==> config.mk <==
export PLATFORM = sky130hd
export DESIGN_NAME = facsc_core
export DESIGN_NICKNAME = d
export VERILOG_FILES = /design/src/shared/facsc_pkg.sv /design/src/hw/facsc_core.sv
export SDC_FILE = /design/constraint.sdc
export NUM_CORES = 1
export LEC_CHECK = 0
export ABC_AREA = 0
export ABC_CLOCK_PERIOD_IN_PS = 2770
export BUFFER_PORTS_ARGS = -buffer_cell sky130_fd_sc_hd__buf_2
export CORE_MARGIN = 2
export CORE_UTILIZATION = 50
export CTS_CLUSTER_SIZE = 40
export DETAILED_ROUTE_END_ITERATION = 16
export HOLD_SLACK_MARGIN = 0.03
export PLACE_DENSITY = 0.79
export SLEW_MARGIN = 20
export SYNTH_ARGS = -nofsm -noshare
export SYNTH_HDL_FRONTEND = slang
export SYNTH_SLANG_ARGS = --single-unit
==> constraint.sdc <==
create_clock -name mclk -period 2.77 [get_ports mclk]
set_clock_uncertainty 0.1 [all_clocks]
set_input_delay 0.277 -clock mclk [delete_from_list [all_inputs] [get_ports mclk]]
set_output_delay 0.277 -clock mclk [all_outputs]
set_load 0.1 [all_outputs]
==> src/shared/facsc_pkg.sv <==
// Purpose: constants for the flash access security control block
// Assumes: 64K program flash with 512-byte pages and 8K lock blocks
// Notes: register offsets are special-function addresses
`default_nettype none
package facsc_pkg;
	// ------------------------------------------------------------
	// register offsets
	// ------------------------------------------------------------
	localparam logic [7:0] FACSC_PSC_ADDR = 8'h8f;
	localparam logic [7:0] FACSC_FCR_ADDR = 8'hb7;
	// access limit has no printed offset; chosen here
	localparam logic [7:0] FACSC_ALP_ADDR = 8'hb8;
	// ------------------------------------------------------------
	// reset values and field positions
	// ------------------------------------------------------------
	localparam logic [7:0] FACSC_PSC_RST = 8'h00;
	localparam logic [7:0] FACSC_FCR_RST = 8'h80;
	localparam logic [7:0] FACSC_ALP_RST = 8'h00;
	localparam logic [7:0] FACSC_PSC_MASK = 8'h07;
	localparam logic [7:0] FACSC_FCR_MASK = 8'hc1;
	localparam int FACSC_PWE_BIT = 0;
	localparam int FACSC_PEE_BIT = 1;
	localparam int FACSC_SPS_BIT = 2;
	localparam int FACSC_WEE_BIT = 0;
	localparam int FACSC_RAE_BIT = 6;
	localparam int FACSC_OSE_BIT = 7;
	// ------------------------------------------------------------
	// memory map
	// ------------------------------------------------------------
	localparam logic [15:0] FACSC_SEC_PAGE_64K = 16'hfa00;
	localparam logic [15:0] FACSC_SEC_PAGE_32K = 16'h7e00;
	localparam logic [15:0] FACSC_RSV_BASE_64K = 16'hfc00;
	localparam logic [7:0] FACSC_LOCK_OPEN = 8'hff;
	localparam logic [7:0] FACSC_ERASED = 8'hff;
	localparam logic [7:0] FACSC_BLOCKED_DATA = 8'h00;
	localparam logic [15:0] FACSC_SCRATCH_MASK = 16'h007f;
	// program busy cycles (hardware timed; shortened default)
	localparam int FACSC_WR_CYCLES = 16;
	localparam int FACSC_ER_CYCLES = 64;
	typedef enum logic [1:0] {
		FACSC_IDLE = 2'b00,
		FACSC_BUSY = 2'b01
	} facsc_state_t;
	typedef enum logic [1:0] {
		FACSC_OP_READ = 2'b00,
		FACSC_OP_WRITE = 2'b01,
		FACSC_OP_ERASE = 2'b10,
		FACSC_OP_FULL = 2'b11
	} facsc_op_t;
endpackage
`default_nettype wire

==> src/hw/facsc_core.sv <==
// Purpose: flash access gating for firmware and debug-port requests
// Assumes: one clock, synchronous active-high reset, one request at a time
// Notes: flash array itself is outside; this block decides and stalls
//
// Summary of operation
// - read lock bit 0 blocks debug reads of its block, 1 allows.
// - write/erase lock bit 0 blocks debug writes/erases, 1 allows.
// - lock bit n covers the nth 8K block; small part uses bits 3..0.
// - firmware at/above limit cannot touch flash below the limit.
// - code-move read from upper into lower partition returns 0x00.
// - firmware in the lower partition is never fenced by the limit.
// - limit address is the limit byte followed by a zero byte.
// - limit register takes only the first write after reset.
// - limit byte resets to 0x00, limit address 0x0000.
// - debug port may read/write/erase unlocked pages only.
// - debug port may always read security bytes and clear lock bits.
// - debug erase of unlocked security page restores all lock bytes.
// - locked security page only unlocks through full device erase.
// - reserved area refuses every access from every requester.
// - lock bytes never restrict firmware accesses.
// - firmware may read/write the security page but never erase it.
// - control bit 7 one-shot sense-amp off, bit 6 read every cycle.
// - software writes/erases need the write/erase enable bit.
// - scratchpad select steers software flash access to 128 bytes.
// - erase plus write enable turns a write into a page erase.
// - external-move writes go to RAM unless write enable is set.
// - erase sets page to 0xFF; byte write only clears bits.
// - cpu stalls while a firmware write or erase is in progress; debug ones leave it running.
`timescale 1ns/1ps
`default_nettype none
module facsc_core #(
	parameter bit SMALL_PART = 1'b0,
	parameter int WR_CYCLES = facsc_pkg::FACSC_WR_CYCLES,
	parameter int ER_CYCLES = facsc_pkg::FACSC_ER_CYCLES
) (
	input wire logic mclk,
	input wire logic srst,
	// special-function register port
	input wire logic sfr_wr,
	input wire logic sfr_rd,
	input wire logic [7:0] sfr_addr,
	input wire logic [7:0] sfr_wdata,
	output logic [7:0] sfr_rdata,
	// firmware requests
	input wire logic [15:0] cpu_pc,
	input wire logic cpu_code_rd,
	input wire logic cpu_xwr,
	input wire logic [15:0] cpu_addr,
	input wire logic [7:0] cpu_wdata,
	output logic [7:0] cpu_rdata,
	output logic cpu_rvalid,
	output logic xram_wr,
	output logic cpu_stall,
	// debug port requests
	input wire logic dbg_req,
	input wire facsc_pkg::facsc_op_t dbg_op,
	input wire logic [15:0] dbg_addr,
	input wire logic [7:0] dbg_wdata,
	output logic [7:0] dbg_rdata,
	output logic dbg_done,
	output logic dbg_refused,
	// flash array command port
	output logic fl_rd,
	output logic fl_wr,
	output logic fl_erase,
	output logic fl_erase_all,
	output logic fl_scratch,
	output logic [15:0] fl_addr,
	output logic [7:0] fl_wdata,
	input wire logic [7:0] fl_rdata,
	// security bytes as stored in the array
	input wire logic [7:0] read_lock,
	input wire logic [7:0] write_lock,
	// sense amplifier controls
	output logic sa_oneshot,
	output logic sa_always
);
	import facsc_pkg::*;

	// ------------------------------------------------------------
	// helpers
	// ------------------------------------------------------------
	// lock bit of the 8K block holding an address
	function automatic logic lock_bit(input logic [7:0] lb,
			input logic [15:0] a);
		lock_bit = lb[a[15:13]];
	endfunction

	function automatic logic in_sec_page(input logic [15:0] a);
		logic [15:0] p;
		p = SMALL_PART ? FACSC_SEC_PAGE_32K : FACSC_SEC_PAGE_64K;
		in_sec_page = (a[15:9] == p[15:9]);
	endfunction

	function automatic logic in_reserved(input logic [15:0] a);
		in_reserved = !SMALL_PART && (a >= FACSC_RSV_BASE_64K);
	endfunction

	// scratchpad view folds the address onto its 128 bytes
	function automatic logic [15:0] steer_addr(input logic sps,
			input logic [15:0] a);
		steer_addr = sps ? (a & FACSC_SCRATCH_MASK) : a;
	endfunction

	// ------------------------------------------------------------
	// per-block lock view
	// ------------------------------------------------------------
	// blocks 7..4 are absent on the small part and read as locked
	// one open bit per 8K block keeps the address decode to one index
	logic [7:0] rd_open;
	logic [7:0] wr_open;
	genvar gi;
	generate
		for (gi = 0; gi < 8; gi = gi + 1) begin : g_blk
			assign rd_open[gi] = read_lock[gi] && (!SMALL_PART || gi < 4);
			assign wr_open[gi] = write_lock[gi] && (!SMALL_PART || gi < 4);
		end
	endgenerate

	// ------------------------------------------------------------
	// registers
	// ------------------------------------------------------------
	logic [7:0] psc_reg;
	logic [7:0] fcr_reg;
	logic [7:0] alp_reg;
	logic alp_locked_reg;
	facsc_state_t state_reg;
	logic [15:0] cnt_reg;
	logic [15:0] access_limit_address;

	assign access_limit_address = {alp_reg, 8'h00};

	// program store and flash control registers
	always_ff @(posedge mclk) begin
		if (srst) begin
			psc_reg <= FACSC_PSC_RST;
			fcr_reg <= FACSC_FCR_RST;
		end else if (sfr_wr) begin
			if (sfr_addr == FACSC_PSC_ADDR)
				psc_reg <= sfr_wdata & FACSC_PSC_MASK;
			if (sfr_addr == FACSC_FCR_ADDR)
				fcr_reg <= sfr_wdata & FACSC_FCR_MASK; // reserved read 0
		end
	end

	// the lock flag, not the value, closes the register, so a first
	// write of 0x00 still blocks later writes until the next reset
	// write-once limit; alignment left to software
	always_ff @(posedge mclk) begin
		if (srst) begin
			alp_reg <= FACSC_ALP_RST;
			alp_locked_reg <= 1'b0;
		end else if (sfr_wr && sfr_addr == FACSC_ALP_ADDR &&
				!alp_locked_reg) begin
			alp_reg <= sfr_wdata;
			alp_locked_reg <= 1'b1;
		end
	end

	// register read back
	// unmapped offsets read zero so stale data never leaks out
	always_ff @(posedge mclk) begin
		if (srst) begin
			sfr_rdata <= 8'h00;
		end else if (sfr_rd) begin
			case (sfr_addr)
				FACSC_PSC_ADDR: sfr_rdata <= psc_reg;
				FACSC_FCR_ADDR: sfr_rdata <= fcr_reg;
				FACSC_ALP_ADDR: sfr_rdata <= alp_reg;
				default: sfr_rdata <= 8'h00;
			endcase
		end
	end

	// sense amplifier modes
	// plain mirrors of the control bits; the array owns the timer itself
	always_ff @(posedge mclk) begin
		if (srst) begin
			sa_oneshot <= FACSC_FCR_RST[FACSC_OSE_BIT];
			sa_always <= FACSC_FCR_RST[FACSC_RAE_BIT];
		end else begin
			sa_oneshot <= fcr_reg[FACSC_OSE_BIT];
			sa_always <= fcr_reg[FACSC_RAE_BIT];
		end
	end

	// ------------------------------------------------------------
	// access decisions
	// ------------------------------------------------------------
	logic upper_pc;
	logic fw_below;
	logic fw_write_ok;
	logic fw_erase_ok;
	logic fw_read_ok;
	logic fw_to_flash;
	logic dbg_sec_byte;
	logic dbg_ok;

	// firmware decisions look only at the current request and registers;
	// the sequencer samples them in the request cycle.
	// scratchpad accesses skip the fence and the reserved check, as the
	// folded address always lands in the first 128 bytes.
	// lower-partition code is never fenced
	assign upper_pc = (cpu_pc >= access_limit_address);
	// lock bytes play no part here
	assign fw_below = upper_pc && (cpu_addr < access_limit_address) &&
		!psc_reg[FACSC_SPS_BIT];
	assign fw_to_flash = psc_reg[FACSC_PWE_BIT];
	assign fw_read_ok = !fw_below && (psc_reg[FACSC_SPS_BIT] ||
		!in_reserved(cpu_addr));
	assign fw_write_ok = fw_to_flash && fcr_reg[FACSC_WEE_BIT] &&
		fw_read_ok;
	// security page may be written, not erased
	assign fw_erase_ok = fw_write_ok && psc_reg[FACSC_PEE_BIT] &&
		(psc_reg[FACSC_SPS_BIT] || !in_sec_page(cpu_addr));

	assign dbg_sec_byte = in_sec_page(dbg_addr) && (dbg_addr[8:1] == 8'hff);

	// a refused request still answers, with dbg_refused, so the host
	// never waits on a blocked address; a full erase is never refused,
	// being the only way back from a locked security page
	// debug-port gating by lock bytes
	always_comb begin
		dbg_ok = 1'b0;
		case (dbg_op)
			// security bytes always readable
			FACSC_OP_READ: dbg_ok = dbg_sec_byte ||
				(!in_reserved(dbg_addr) &&
				lock_bit(rd_open, dbg_addr));
			// writing security bytes only clears bits, always allowed
			FACSC_OP_WRITE: dbg_ok = dbg_sec_byte ||
				(!in_reserved(dbg_addr) &&
				lock_bit(wr_open, dbg_addr));
			FACSC_OP_ERASE: dbg_ok = !in_reserved(dbg_addr) &&
				lock_bit(wr_open, dbg_addr);
			FACSC_OP_FULL: dbg_ok = 1'b1;
			default: dbg_ok = 1'b0;
		endcase
	end

	// ------------------------------------------------------------
	// request sequencer and busy timer
	// ------------------------------------------------------------
	// one request at a time and debug wins a tie; while busy, new
	// requests are dropped, not queued. firmware stalls behind its own
	// programs, but a debug program leaves cpu_stall low, so firmware
	// must not write flash while a debug erase runs.
	// fl_rdata is taken in the request cycle: the array must answer
	// combinationally, a slower one would need a wait state here.
	// busy counts are cycle figures only; cell timing is the array's.
	always_ff @(posedge mclk) begin
		if (srst) begin
			state_reg <= FACSC_IDLE;
			cnt_reg <= 16'h0000;
			cpu_stall <= 1'b0;
			fl_rd <= 1'b0;
			fl_wr <= 1'b0;
			fl_erase <= 1'b0;
			fl_erase_all <= 1'b0;
			fl_scratch <= 1'b0;
			fl_addr <= 16'h0000;
			fl_wdata <= FACSC_ERASED;
			xram_wr <= 1'b0;
			cpu_rvalid <= 1'b0;
			cpu_rdata <= 8'h00;
			dbg_done <= 1'b0;
			dbg_refused <= 1'b0;
			dbg_rdata <= 8'h00;
		end else begin
			fl_rd <= 1'b0;
			fl_wr <= 1'b0;
			fl_erase <= 1'b0;
			fl_erase_all <= 1'b0;
			xram_wr <= 1'b0;
			cpu_rvalid <= 1'b0;
			dbg_done <= 1'b0;
			dbg_refused <= 1'b0;
			case (state_reg)
				FACSC_IDLE: begin
					if (dbg_req) begin
						fl_addr <= dbg_addr;
						fl_scratch <= 1'b0;
						fl_wdata <= dbg_wdata;
						if (!dbg_ok) begin
							dbg_done <= 1'b1;
							dbg_refused <= 1'b1;
						end else if (dbg_op == FACSC_OP_READ) begin
							fl_rd <= 1'b1;
							dbg_done <= 1'b1;
							dbg_rdata <= fl_rdata;
						end else begin
							fl_wr <= (dbg_op == FACSC_OP_WRITE);
							fl_erase <= (dbg_op == FACSC_OP_ERASE);
							// full erase also clears lock bytes
							fl_erase_all <= (dbg_op == FACSC_OP_FULL);
							cnt_reg <= (dbg_op == FACSC_OP_WRITE) ?
								16'(WR_CYCLES) : 16'(ER_CYCLES);
							state_reg <= FACSC_BUSY;
						end
					end else if (cpu_code_rd) begin
						// scratchpad steering
						fl_scratch <= psc_reg[FACSC_SPS_BIT];
						fl_addr <= steer_addr(psc_reg[FACSC_SPS_BIT], cpu_addr);
						fl_rd <= fw_read_ok;
						cpu_rvalid <= 1'b1;
						cpu_rdata <= fw_read_ok ? fl_rdata :
							FACSC_BLOCKED_DATA;
					end else if (cpu_xwr) begin
						if (!fw_to_flash) begin
							xram_wr <= 1'b1;
						end else if (fw_write_ok && (!psc_reg[FACSC_PEE_BIT]
								|| fw_erase_ok)) begin
							fl_scratch <= psc_reg[FACSC_SPS_BIT];
							fl_addr <= steer_addr(psc_reg[FACSC_SPS_BIT], cpu_addr);
							fl_wdata <= cpu_wdata; // array ands into cell
							fl_erase <= psc_reg[FACSC_PEE_BIT]; // data ignored
							fl_wr <= !psc_reg[FACSC_PEE_BIT];
							cnt_reg <= psc_reg[FACSC_PEE_BIT] ?
								16'(ER_CYCLES) : 16'(WR_CYCLES);
							cpu_stall <= 1'b1;
							state_reg <= FACSC_BUSY;
						end
						// refused flash write: nothing issued
					end
				end
				FACSC_BUSY: begin
					if (cnt_reg <= 16'h0001) begin
						state_reg <= FACSC_IDLE;
						cpu_stall <= 1'b0;
						dbg_done <= !cpu_stall;
					end else begin
						cnt_reg <= cnt_reg - 16'h0001;
					end
				end
				default: state_reg <= FACSC_IDLE;
			endcase
		end
	end
endmodule
`default_nettype wire

==> results.ini, run 1 <==
[critical_path]
endpoint = cnt_reg[15]
cpPeakStageDelay_ns = 0.50
path_buf_inv = 3
r2r_slack_ns = 0.03
cp.arrival_ns = 2.95
crit_family = compound AO/OA/AOI/OAI gates
cp_slowest_cell = or4_1
critical_path.max_fanout = 5
worstSetupEndpointType = flop
path_depth = 11
rr_worst_depth = 11
crit_start = alp_reg[7]
reg2reg_to = cnt_reg[15]
worstPathCellList = inv_1 > ha_1 > a21oi_2 > o21a_1 > a211oi_2 > a211oi_2 > buf_4 > o221ai_4 > buf_6 > or4_1 > a21oi_2
cp_data_required_time_ns = 2.97
start_kind = flop
crit_type = reg -> reg
r2r_start = alp_reg[7]

[power_and_ir_drop]
clockPowerShare = 0.262
ir_drop_uv = 392
power_switching_w = 0.00143
power.internal_w = 0.00214
cellLeakagePower_nw = 2.82
swShare = 0.400
pwr-share-comb = 0.328
power_density_nw_per_um2 = 576
seq_power_share = 0.410

[place]
io_buffers = 172
hpwl_um = 10200
gp_congestion = 0.864
place_area_um2 = 5810

[clock_network]
cts_tree = done
cts_hold_buf = 0
numCtsBuffers = 9
clk_pin_slew_worst_paths_ns = 0.10
clkLatencyLatePin_ns = 0.37
clkSinkCount = 92
htreeDepth = 3
clock-root-buffer = clkbuf_8
clockBufferDepth = 2

[grt]
grt_pass1_vias = 4643
grt_start_max_net_pins = 56
grt_pass1_wl_um = 21400
grt_use_total = 0.258
grt_overflow = 0
antenna_found_initial = 0

[floorplanning]
die_area_um2 = 10400
num_io_pins = 173
core_area_um2 = 9280
initial_core_util = 0.515
die_width_um = 102
die_h_um = 102
rows = 35

[sta]
setup_viol = 0
worst_pin_slew_ns = 0.790
slew_viol_final = 0
timing.final.crit_share = 0.991
tns_ns = 0
fmax_mhz = 364
hold_viol = 0
fin_crit_ns = 2.74
maxSlewHeadroom = 0.469

[logic_synthesis]
ys.flop_type = dfxtp_1
synth_edf_count = 0
synthArstFlopShare = 0
synthTopCellsByArea = dfxtp_1 (38%), mux2i_1 (7.7%), nor2_1 (4.6%)
synth_top_area_frac = 0.385
synth_warnings = 0
synth_seq_cells = 92
synth_cell_types = 63
syn_inst = 545
synth_area_um2 = 4780
yosysSeqAreaShare = 0.385
syn_nets = 675
syn_avg_cell_area_um2 = 8.78
synth_area_leader_cell = dfxtp_1

[drt]
vias = 4838
avgViaCountPerCell = 5.66
routed_wl_um = 13800
drt_iter0_drc = 294
wl_per_cell_um = 16.1
first_pass_iters = 5
antenna_left = 0
drc_errors = 0

[job]
drv_cap = 0

[layout]
final_common_cell = buf_2
finish.net_count = 850
stdcell_area_um2 = 6190
drive_above_1_share = 0.360
mostFrequentLayoutCells = buf_2 (172), dfxtp_1 (87), nor2_1 (58)
synthToLayoutAreaGrowth_pct = 29.3

[run_status]
status = complete, no violations

[worst_hold_path]
holdCritPathClass = in -> reg

-- power groups by stage --
stage | combinational (W) | sequential [W] | clock, W
6_report | 0.00117 | 0.00146 | 0.000934
5_1_grt | 0.00125 | 0.00147 | 0.000989
4_1_cts | 0.00112 | 0.00146 | 0.000936
3_5_place_dp | 0.00111 | 0.00149 | 0
2_1_floorplan | 0.000485 | 0.00185 | 0
3_3_place_gp | 0.00108 | 0.00149 | 0
-- worst min-delay path by stage --
stage / start / to / slack, ns / cells past startpoint
floorplan: dbg_op[0] / fl_erase / 0.29 / 1
global placement: fl_wdata[7] / fl_wdata[7] / 0.35 / 2
detailed placement: alp_locked_reg / alp_locked_reg / 0.36 / 2
CTS: sfr_wdata[3] / alp_reg[3] / 0.04 / 3
global route: sfr_wdata[3] / alp_reg[3] / 0.05 / 3
finish: sfr_wdata[3] / alp_reg[3] / 0.03 / 3
-- cell usage after synthesis (3+ instances only) --
cell type / instances
nand2_1: 38
a31oi_1: 3
buf_2: 3
nor2b_1: 10
clkbuf_1: 22
and3_1: 3
o211a_1: 8
nand3_1: 23
o31ai_1: 7
and2_1: 3
inv_1: 18
dfxtp_1: 92
or3_1: 7
ha_1: 17
a21o_1: 4
o211ai_1: 3
or2_2: 6
nor2_1: 59
nand2b_1: 6
nand4_1: 7
mux2_2: 8
nor4_1: 3
a21oi_1: 41
or4_1: 5
nor3_1: 7
o21ai_0: 16
a211oi_1: 19
a22oi_1: 26
o21a_1: 3
mux2i_1: 37
-- repair_timing --
| action | CTS | global route |
|---|---|---|
| pin swaps | 0 | 9 |
| endpoints found under the setup margin | 36 | 29 |
| setup buffers | 0 | 6 |
| resized for setup | 3 | 25 |
-- final cells by class --
cell class              instances  area, um2
flip-flops and latches         92       1850
well taps                     129        161
inverters                      18       67.6
repair buffers                195       1070
clock inverters                 7       76.3
multi-input cells             404       2840
fillers                       805       3100
clock buffers                   9        124
diodes                          1       2.50
-- layer usage --
metal  GRT usage  vias up  part of all wire
met4      0.0872        0             0.022
met2       0.457      214              0.49
met1       0.317     2227              0.41
met3      0.0472       32             0.079
met5           0        -                 0
li1            -     2365                 -
-- logic make-up after synthesis --
family / after synthesis / synth area share
mux: 47 / 0.106
flops: 92 / 0.385
compound gates: 147 / 0.214
buf+inv: 49 / 0.0439
simple gates: 193 / 0.207
fa+ha+maj: 17 / 0.0445
-- worst register-to-register path: cells and delay by family, from the launching register on --
family,cells,cell delay [ns]
compound gates,6,0.99
simple gates,1,0.50
buf+inv,3,0.41
flops,1,0.36
fa+ha+maj,1,0.32
-- through the flow --
step,worst slack [ns],hold slack [ns],power [W],std cells,utilization
2_1_floorplan,0.317,0.295,0.00234,545,-
3_5_place_dp,-0.216,0.360,0.00260,832,0.626
3_3_place_gp,-0.101,0.348,0.00257,832,0.626
6_report,0.0253,0.0326,0.00357,855,0.666
5_1_grt,-0.0980,0.0470,0.00371,854,0.666
4_1_cts,0.00134,0.0419,0.00352,848,0.649
(Power assumes the default switching activity.)
==> run 2, diff against run 1 <==
ABC_CLOCK_PERIOD_IN_PS = 3350   (was 2770)
CORE_UTILIZATION = 54   (was 50)
PLACE_DENSITY = 0.85   (was 0.79)
clock period = 3.35 ns   (was 2.77 ns; I/O delays follow)
==> run 2 against run 1 <==
Against the previous run:
- non-clock buffer count decreased by 16
- sequential power decreased by 17%
- sequential cell count is the same
- power decreased by 20%
- first-iteration DRC count rose by 16%
- routed wire length down 0.34%
- critical path depth fell by 2
- critical endpoint is now cnt_reg[13]
==> results.ini, run 2 (synthesis gave the netlist of run 1 again) <==
[clock_network]
clk_pin_slew_worst_paths_ns = 0.10  ; about the same
cts_setup_buffers = 0  ; unchanged
numCtsBuffers = 9  ; unchanged
clkSinkCount = 92  ; unchanged
cts_hold_buf = 0  ; unchanged
clockBufferDepth = 2  ; unchanged
cts_tree = done
clkLatencyLatePin_ns = 0.37  ; about the same
cts_resized = 0  ; -3
htreeDepth = 3  ; unchanged
clock-root-buffer = clkbuf_8

[critical_path]
start_kind = flop
cp_data_required_time_ns = 3.46  ; +0.49 ns
r2r_slack_ns = 0.24  ; +0.21 ns
worstSetupEndpointType = flop
critical_path.max_fanout = 21  ; +16
crit_type = reg -> reg
reg2reg_to = cnt_reg[13]
cp.arrival_ns = 3.22  ; +0.27 ns
r2r_start = alp_reg[6]
rr_worst_depth = 9  ; -2

[run_status]
status = complete, no violations

[floorplanning]
initial_core_util = 0.554  ; +0.0387
rows = 34  ; -2.9%
num_io_pins = 173  ; unchanged
die_h_um = 98.1  ; -3.6%
core_area_um2 = 8640  ; -7.0%
die_width_um = 98.1  ; -3.6%
die_area_um2 = 9630  ; -7.1%

[drt]
drt_iter0_drc = 342  ; +16%
antenna_left = 0  ; unchanged
avgViaCountPerCell = 6.04  ; +6.7%
vias = 4932  ; +1.9%
wl_met3_um = 1210  ; +12%
routed-wl-met2_um = 6710  ; -0.34%
first_pass_iters = 7  ; +2
wl_met1_um = 5490  ; -3.0%
routed_wl_um = 13700  ; -0.34%
drc_errors = 0  ; unchanged
wl_per_cell_um = 16.8  ; +4.3%
highest_layer = met4

[layout]
synthToLayoutAreaGrowth_pct = 23.0
fillCellCount = 727  ; -9.7%
final_common_cell = buf_2
diodes = 0  ; -1
finish.net_count = 834  ; -1.9%
final_core_util = 0.681  ; +0.0148
multi_input_area_um2 = 2740  ; -3.6%
seq_area_um2 = 1840  ; -0.34%
drive_above_1_share = 0.315  ; -0.0455
mostFrequentLayoutCells = buf_2 (172), dfxtp_1 (92), nor2_1 (59)

[grt]
grt_pass1_wl_um = 22400  ; +4.8%
grt_pass1_vias = 4722  ; +1.7%
grt_start_max_net_pins = 58  ; +3.6%
grt_overflow = 0  ; unchanged
antenna_found_initial = 1  ; +1
grt_use_total = 0.281  ; +0.0221

[worst_hold_path]
worstHoldEndpoint = alp_reg[3]
min_path_cells = 3  ; unchanged
holdCritPathClass = in -> reg
min_from = sfr_wdata[3]

[power_and_ir_drop]
cellLeakagePower_nw = 2.70  ; -4.1%
power_density_nw_per_um2 = 485  ; -16%
total_power_w = 0.00286  ; -20%
seq_power_share = 0.424  ; +0.014
swShare = 0.397  ; -0.00356
power.internal_w = 0.00172  ; -19%
ir_drop_uv = 278  ; -29%
clockPowerShare = 0.254  ; -0.008
power_switching_w = 0.00113  ; -21%
pwr-share-comb = 0.322  ; -0.006

[sta]
timing.final.crit_share = 0.928  ; -0.0624
fin_crit_ns = 3.11  ; +0.366 ns
maxSlewHeadroom = 0.255  ; -0.214
tns_ns = 0  ; unchanged
setup_viol = 0  ; unchanged
slew_viol_final = 0  ; unchanged
worst_pin_slew_ns = 1.11  ; +0.323 ns
fmax_mhz = 322  ; -12%
rsz0062_at_grt = no
hold_viol = 0  ; unchanged

[place]
hpwl_um = 10100  ; -0.64%
gp_congestion = 0.850  ; -1.6%
io_buffers = 172  ; unchanged

[job]
drv_cap = 0  ; unchanged

==> run 2: final cells by class <==
class | instances | area share
clock buffer | 9 | 0.0211
clock inverter | 7 | 0.0106
inverter | 18 | 0.0115
multi-input combinational | 404 | 0.466
sequential | 92 | 0.313
tap | 108 | 0.0230
timing repair buffer | 179 | 0.155
==> run 2: stage by stage <==
stage               cell area, um2  worst slack [ns]  cells  hold slack, ns
floorplan                     4780             0.897    545           0.328
global placement              5700             0.423    801           0.339
detailed placement            5700             0.324    801           0.351
CTS                           5880             0.304    817          0.0957
global route                  5880            0.0332    817          0.0975
finish                        5880             0.240    817           0.102
==> run 2: how the worst max path moves through the flow <==
| stage | start | end | slack, ns | cells past startpoint |
|---|---|---|---|---|
| after global routing | alp_reg[6] | cnt_reg[11] | 0.03 | 9 |
| after floorplan | alp_reg[1] | cnt_reg[13] | 0.90 | 10 |
| final | alp_reg[6] | cnt_reg[13] | 0.24 | 9 |
| after CTS | alp_reg[6] | cnt_reg[13] | 0.30 | 9 |
| after detailed placement | cpu_pc[9] | cnt_reg[13] | 0.32 | 9 |
| after global placement | cpu_pc[9] | cnt_reg[14] | 0.42 | 9 |
==> run 2: critical path, cell delays in order (launching register included) <==
cell,delay [ns]
dfxtp_1,0.36
inv_1,0.09
ha_1,0.30
a21o_1,0.21
a2111o_1,0.45
a211oi_1,0.31
a211oi_1,0.15
o221ai_2,0.69
or4_1,0.22
a21oi_1,0.07
==> run 2: routing by layer <==
layer	GRT usage	up-vias
met5	0	-
met4	0.113	0
met3	0.0565	37
met2	0.483	259
met1	0.345	2313
li1	-	2323
==> run 2: power groups by stage <==
stage                     combinational, W  clock [W]  sequential, W
after floorplan                   0.000401          0        0.00153
after global placement            0.000881          0        0.00123
after detailed placement          0.000909          0        0.00123
after CTS                         0.000914   0.000733        0.00121
after global routing              0.000982   0.000780        0.00122
final                             0.000920   0.000726        0.00121
==> run 3, diff against run 2 <==
BUFFER_PORTS_ARGS = -buffer_cell sky130_fd_sc_hd__buf_4   (was -buffer_cell sky130_fd_sc_hd__buf_2)
CORE_ASPECT_RATIO = 1.5   (was not set)
RECOVER_POWER = 25   (was not set)
==> run 3 against run 2 <==
Against the previous run:
- the run now ends with max-capacitance violations, max-slew violations left
- first-iteration DRC count rose by 33%
- core utilization rose by 4.1 points
- register-to-register slack improved by 0.06 ns
- largest cell class unchanged
- highest routed layer unchanged
==> results.ini, run 3 (synthesis gave the netlist of run 1 again) <==
[drt]
wl_per_cell_um = 17.0  ; +1.1%
routed_wl_um = 13900  ; +1.5%
first_pass_iters = 5  ; -2
vias = 4934  ; +0.041%
drt_iter0_drc = 454  ; +33%
avgViaCountPerCell = 6.02  ; -0.33%
drc_errors = 0  ; unchanged
antenna_left = 0  ; unchanged

[power_and_ir_drop]
power_density_nw_per_um2 = 498  ; +2.5%
cellLeakagePower_nw = 2.74  ; +1.4%
ir_drop_uv = 349  ; +26%
total_power_w = 0.00314  ; +9.8%

[grt]
globalRouteMet1Util = 0.313  ; -0.0315
top_usage_layer = met2
grt.met3_usage = 0.0485  ; -0.00806
grt_start_max_net_pins = 41  ; -29%
grt_pass1_vias = 4895  ; +3.7%
use_met2 = 0.521  ; +0.0380
grt_pass1_wl_um = 22200  ; -0.65%
grt_overflow = 0  ; unchanged
grt_use_total = 0.292  ; +0.0110
antenna_found_initial = 0  ; -1

[place]
hpwl_um = 10700  ; +5.4%
dp_slack_ns = 0.291  ; -0.0335 ns
io_buffers = 172  ; unchanged
gp_congestion = 0.907  ; +6.7%
place_area_um2 = 6140  ; +7.7%

[layout]
fillCellCount = 714  ; -1.8%
stdcell_area_um2 = 6300  ; +7.1%
diodes = 0  ; unchanged
mostFrequentLayoutCells = buf_4 (149), dfxtp_1 (92), nor2_1 (59)
finish.net_count = 835  ; +0.12%
drive_above_1_share = 0.270  ; -0.0441
synthToLayoutAreaGrowth_pct = 31.7
final_common_cell = buf_4

[floorplanning]
rows = 42  ; +24%
die_h_um = 119  ; +22%
die_width_um = 80.9  ; -18%
initial_core_util = 0.548  ; -0.00556
core_area_um2 = 8720  ; +1.0%
num_io_pins = 173  ; unchanged
die_area_um2 = 9640  ; +0.16%

[critical_path]
cp.arrival_ns = 3.23  ; about the same
worstSetupEndpointType = flop
cp_data_required_time_ns = 3.52  ; +0.06 ns
rr_worst_depth = 9  ; unchanged
critical_path.max_fanout = 21  ; unchanged
crit_start = alp_reg[1]
start_kind = flop
r2r_start = alp_reg[1]
crit_type = reg -> reg

[clock_network]
clkLatencyLatePin_ns = 0.34  ; -0.03 ns
numCtsBuffers = 9  ; unchanged
cts_setup_buffers = 0  ; unchanged
htreeDepth = 3  ; unchanged
cts_tree = done
clockBufferDepth = 2  ; unchanged
cts_hold_buf = 0  ; unchanged
cts_resized = 0  ; unchanged
clk_pin_slew_worst_paths_ns = 0.07  ; -0.03 ns
clock-root-buffer = clkbuf_16
clkSinkCount = 92  ; unchanged

[worst_hold_path]
min_path_cells = 3  ; unchanged
holdCritPathClass = in -> reg
min_from = sfr_wdata[3]

[sta]
tns_ns = 0  ; unchanged
layout_setup_ws_ns = 0.295  ; +0.0555 ns
rsz0062_at_grt = no
hold_viol = 0  ; unchanged
worst_pin_slew_ns = 1.82  ; +0.702 ns
fin_hold_ws_ns = 0.131  ; +0.0288 ns
slew_viol_final = 41  ; +41
maxSlewHeadroom = -0.210  ; -0.465
fin_crit_ns = 3.05  ; -0.0555 ns
timing.final.crit_share = 0.912  ; -0.0166
setup_viol = 0  ; unchanged
fmax_mhz = 327  ; +1.8%

[run_status]
status = finished with violations
failed_checks = max-capacitance violations, max-slew violations

[job]
drv_cap = 2  ; +2

run 3: cell count changes in the layout (fill, tap and decap cells not counted), sizes merged:
| cell | previous run | this run |
|---|---|---|
| clkinvlp | 1 | 3 |
| buf | 179 | 149 |
| clkbuf | 9 | 42 |
| inv | 23 | 19 |
run 3: final timing paths:
kind | slack [ns] | to
setup reg to reg | 0.30 | cnt_reg[14]
setup / recovery | 0.30 | cnt_reg[14]
hold reg to reg | 0.37 | alp_locked_reg
hold / removal | 0.13 | alp_reg[3]
run 3: through the flow:
stage	cells	utilization
6_report	820	0.722
5_1_grt	820	0.722
4_1_cts	820	0.736
3_5_place_dp	804	0.704
3_3_place_gp	804	0.704
2_1_floorplan	545	-
run 3: per-layer routing:
metal	part of all wire	vias to the layer above
met3	0.072	51
met1	0.36	2324
met2	0.53	236
met5	0	-
met4	0.042	0
li1	-	2323
run 3: critical path, stage by stage, from the launching register on:
cell	delay (ns)
dfxtp_1	0.35
inv_1	0.07
ha_1	0.28
and4b_1	0.21
a31oi_1	0.17
a21oi_1	0.12
a211oi_1	0.50
o221ai_2	0.44
or4_1	0.61
a21oi_1	0.14
run 3: cell type report:
class                      instances  area [um2]  share of cell area
clock buffer                      11         243              0.0385
inverter                          18        67.6              0.0107
tap                              110         138              0.0218
clock inverter                     5        36.3             0.00576
multi-input combinational        404        2740               0.435
sequential                        92        1840               0.292
timing repair buffer             180        1230               0.196
run 3: power by group:
group,total (W),switching (W),internal [W]
combinational,0.000970,0.000647,0.000323
clock,0.000954,0.000429,0.000525
sequential,0.00121,0.0000513,0.00116
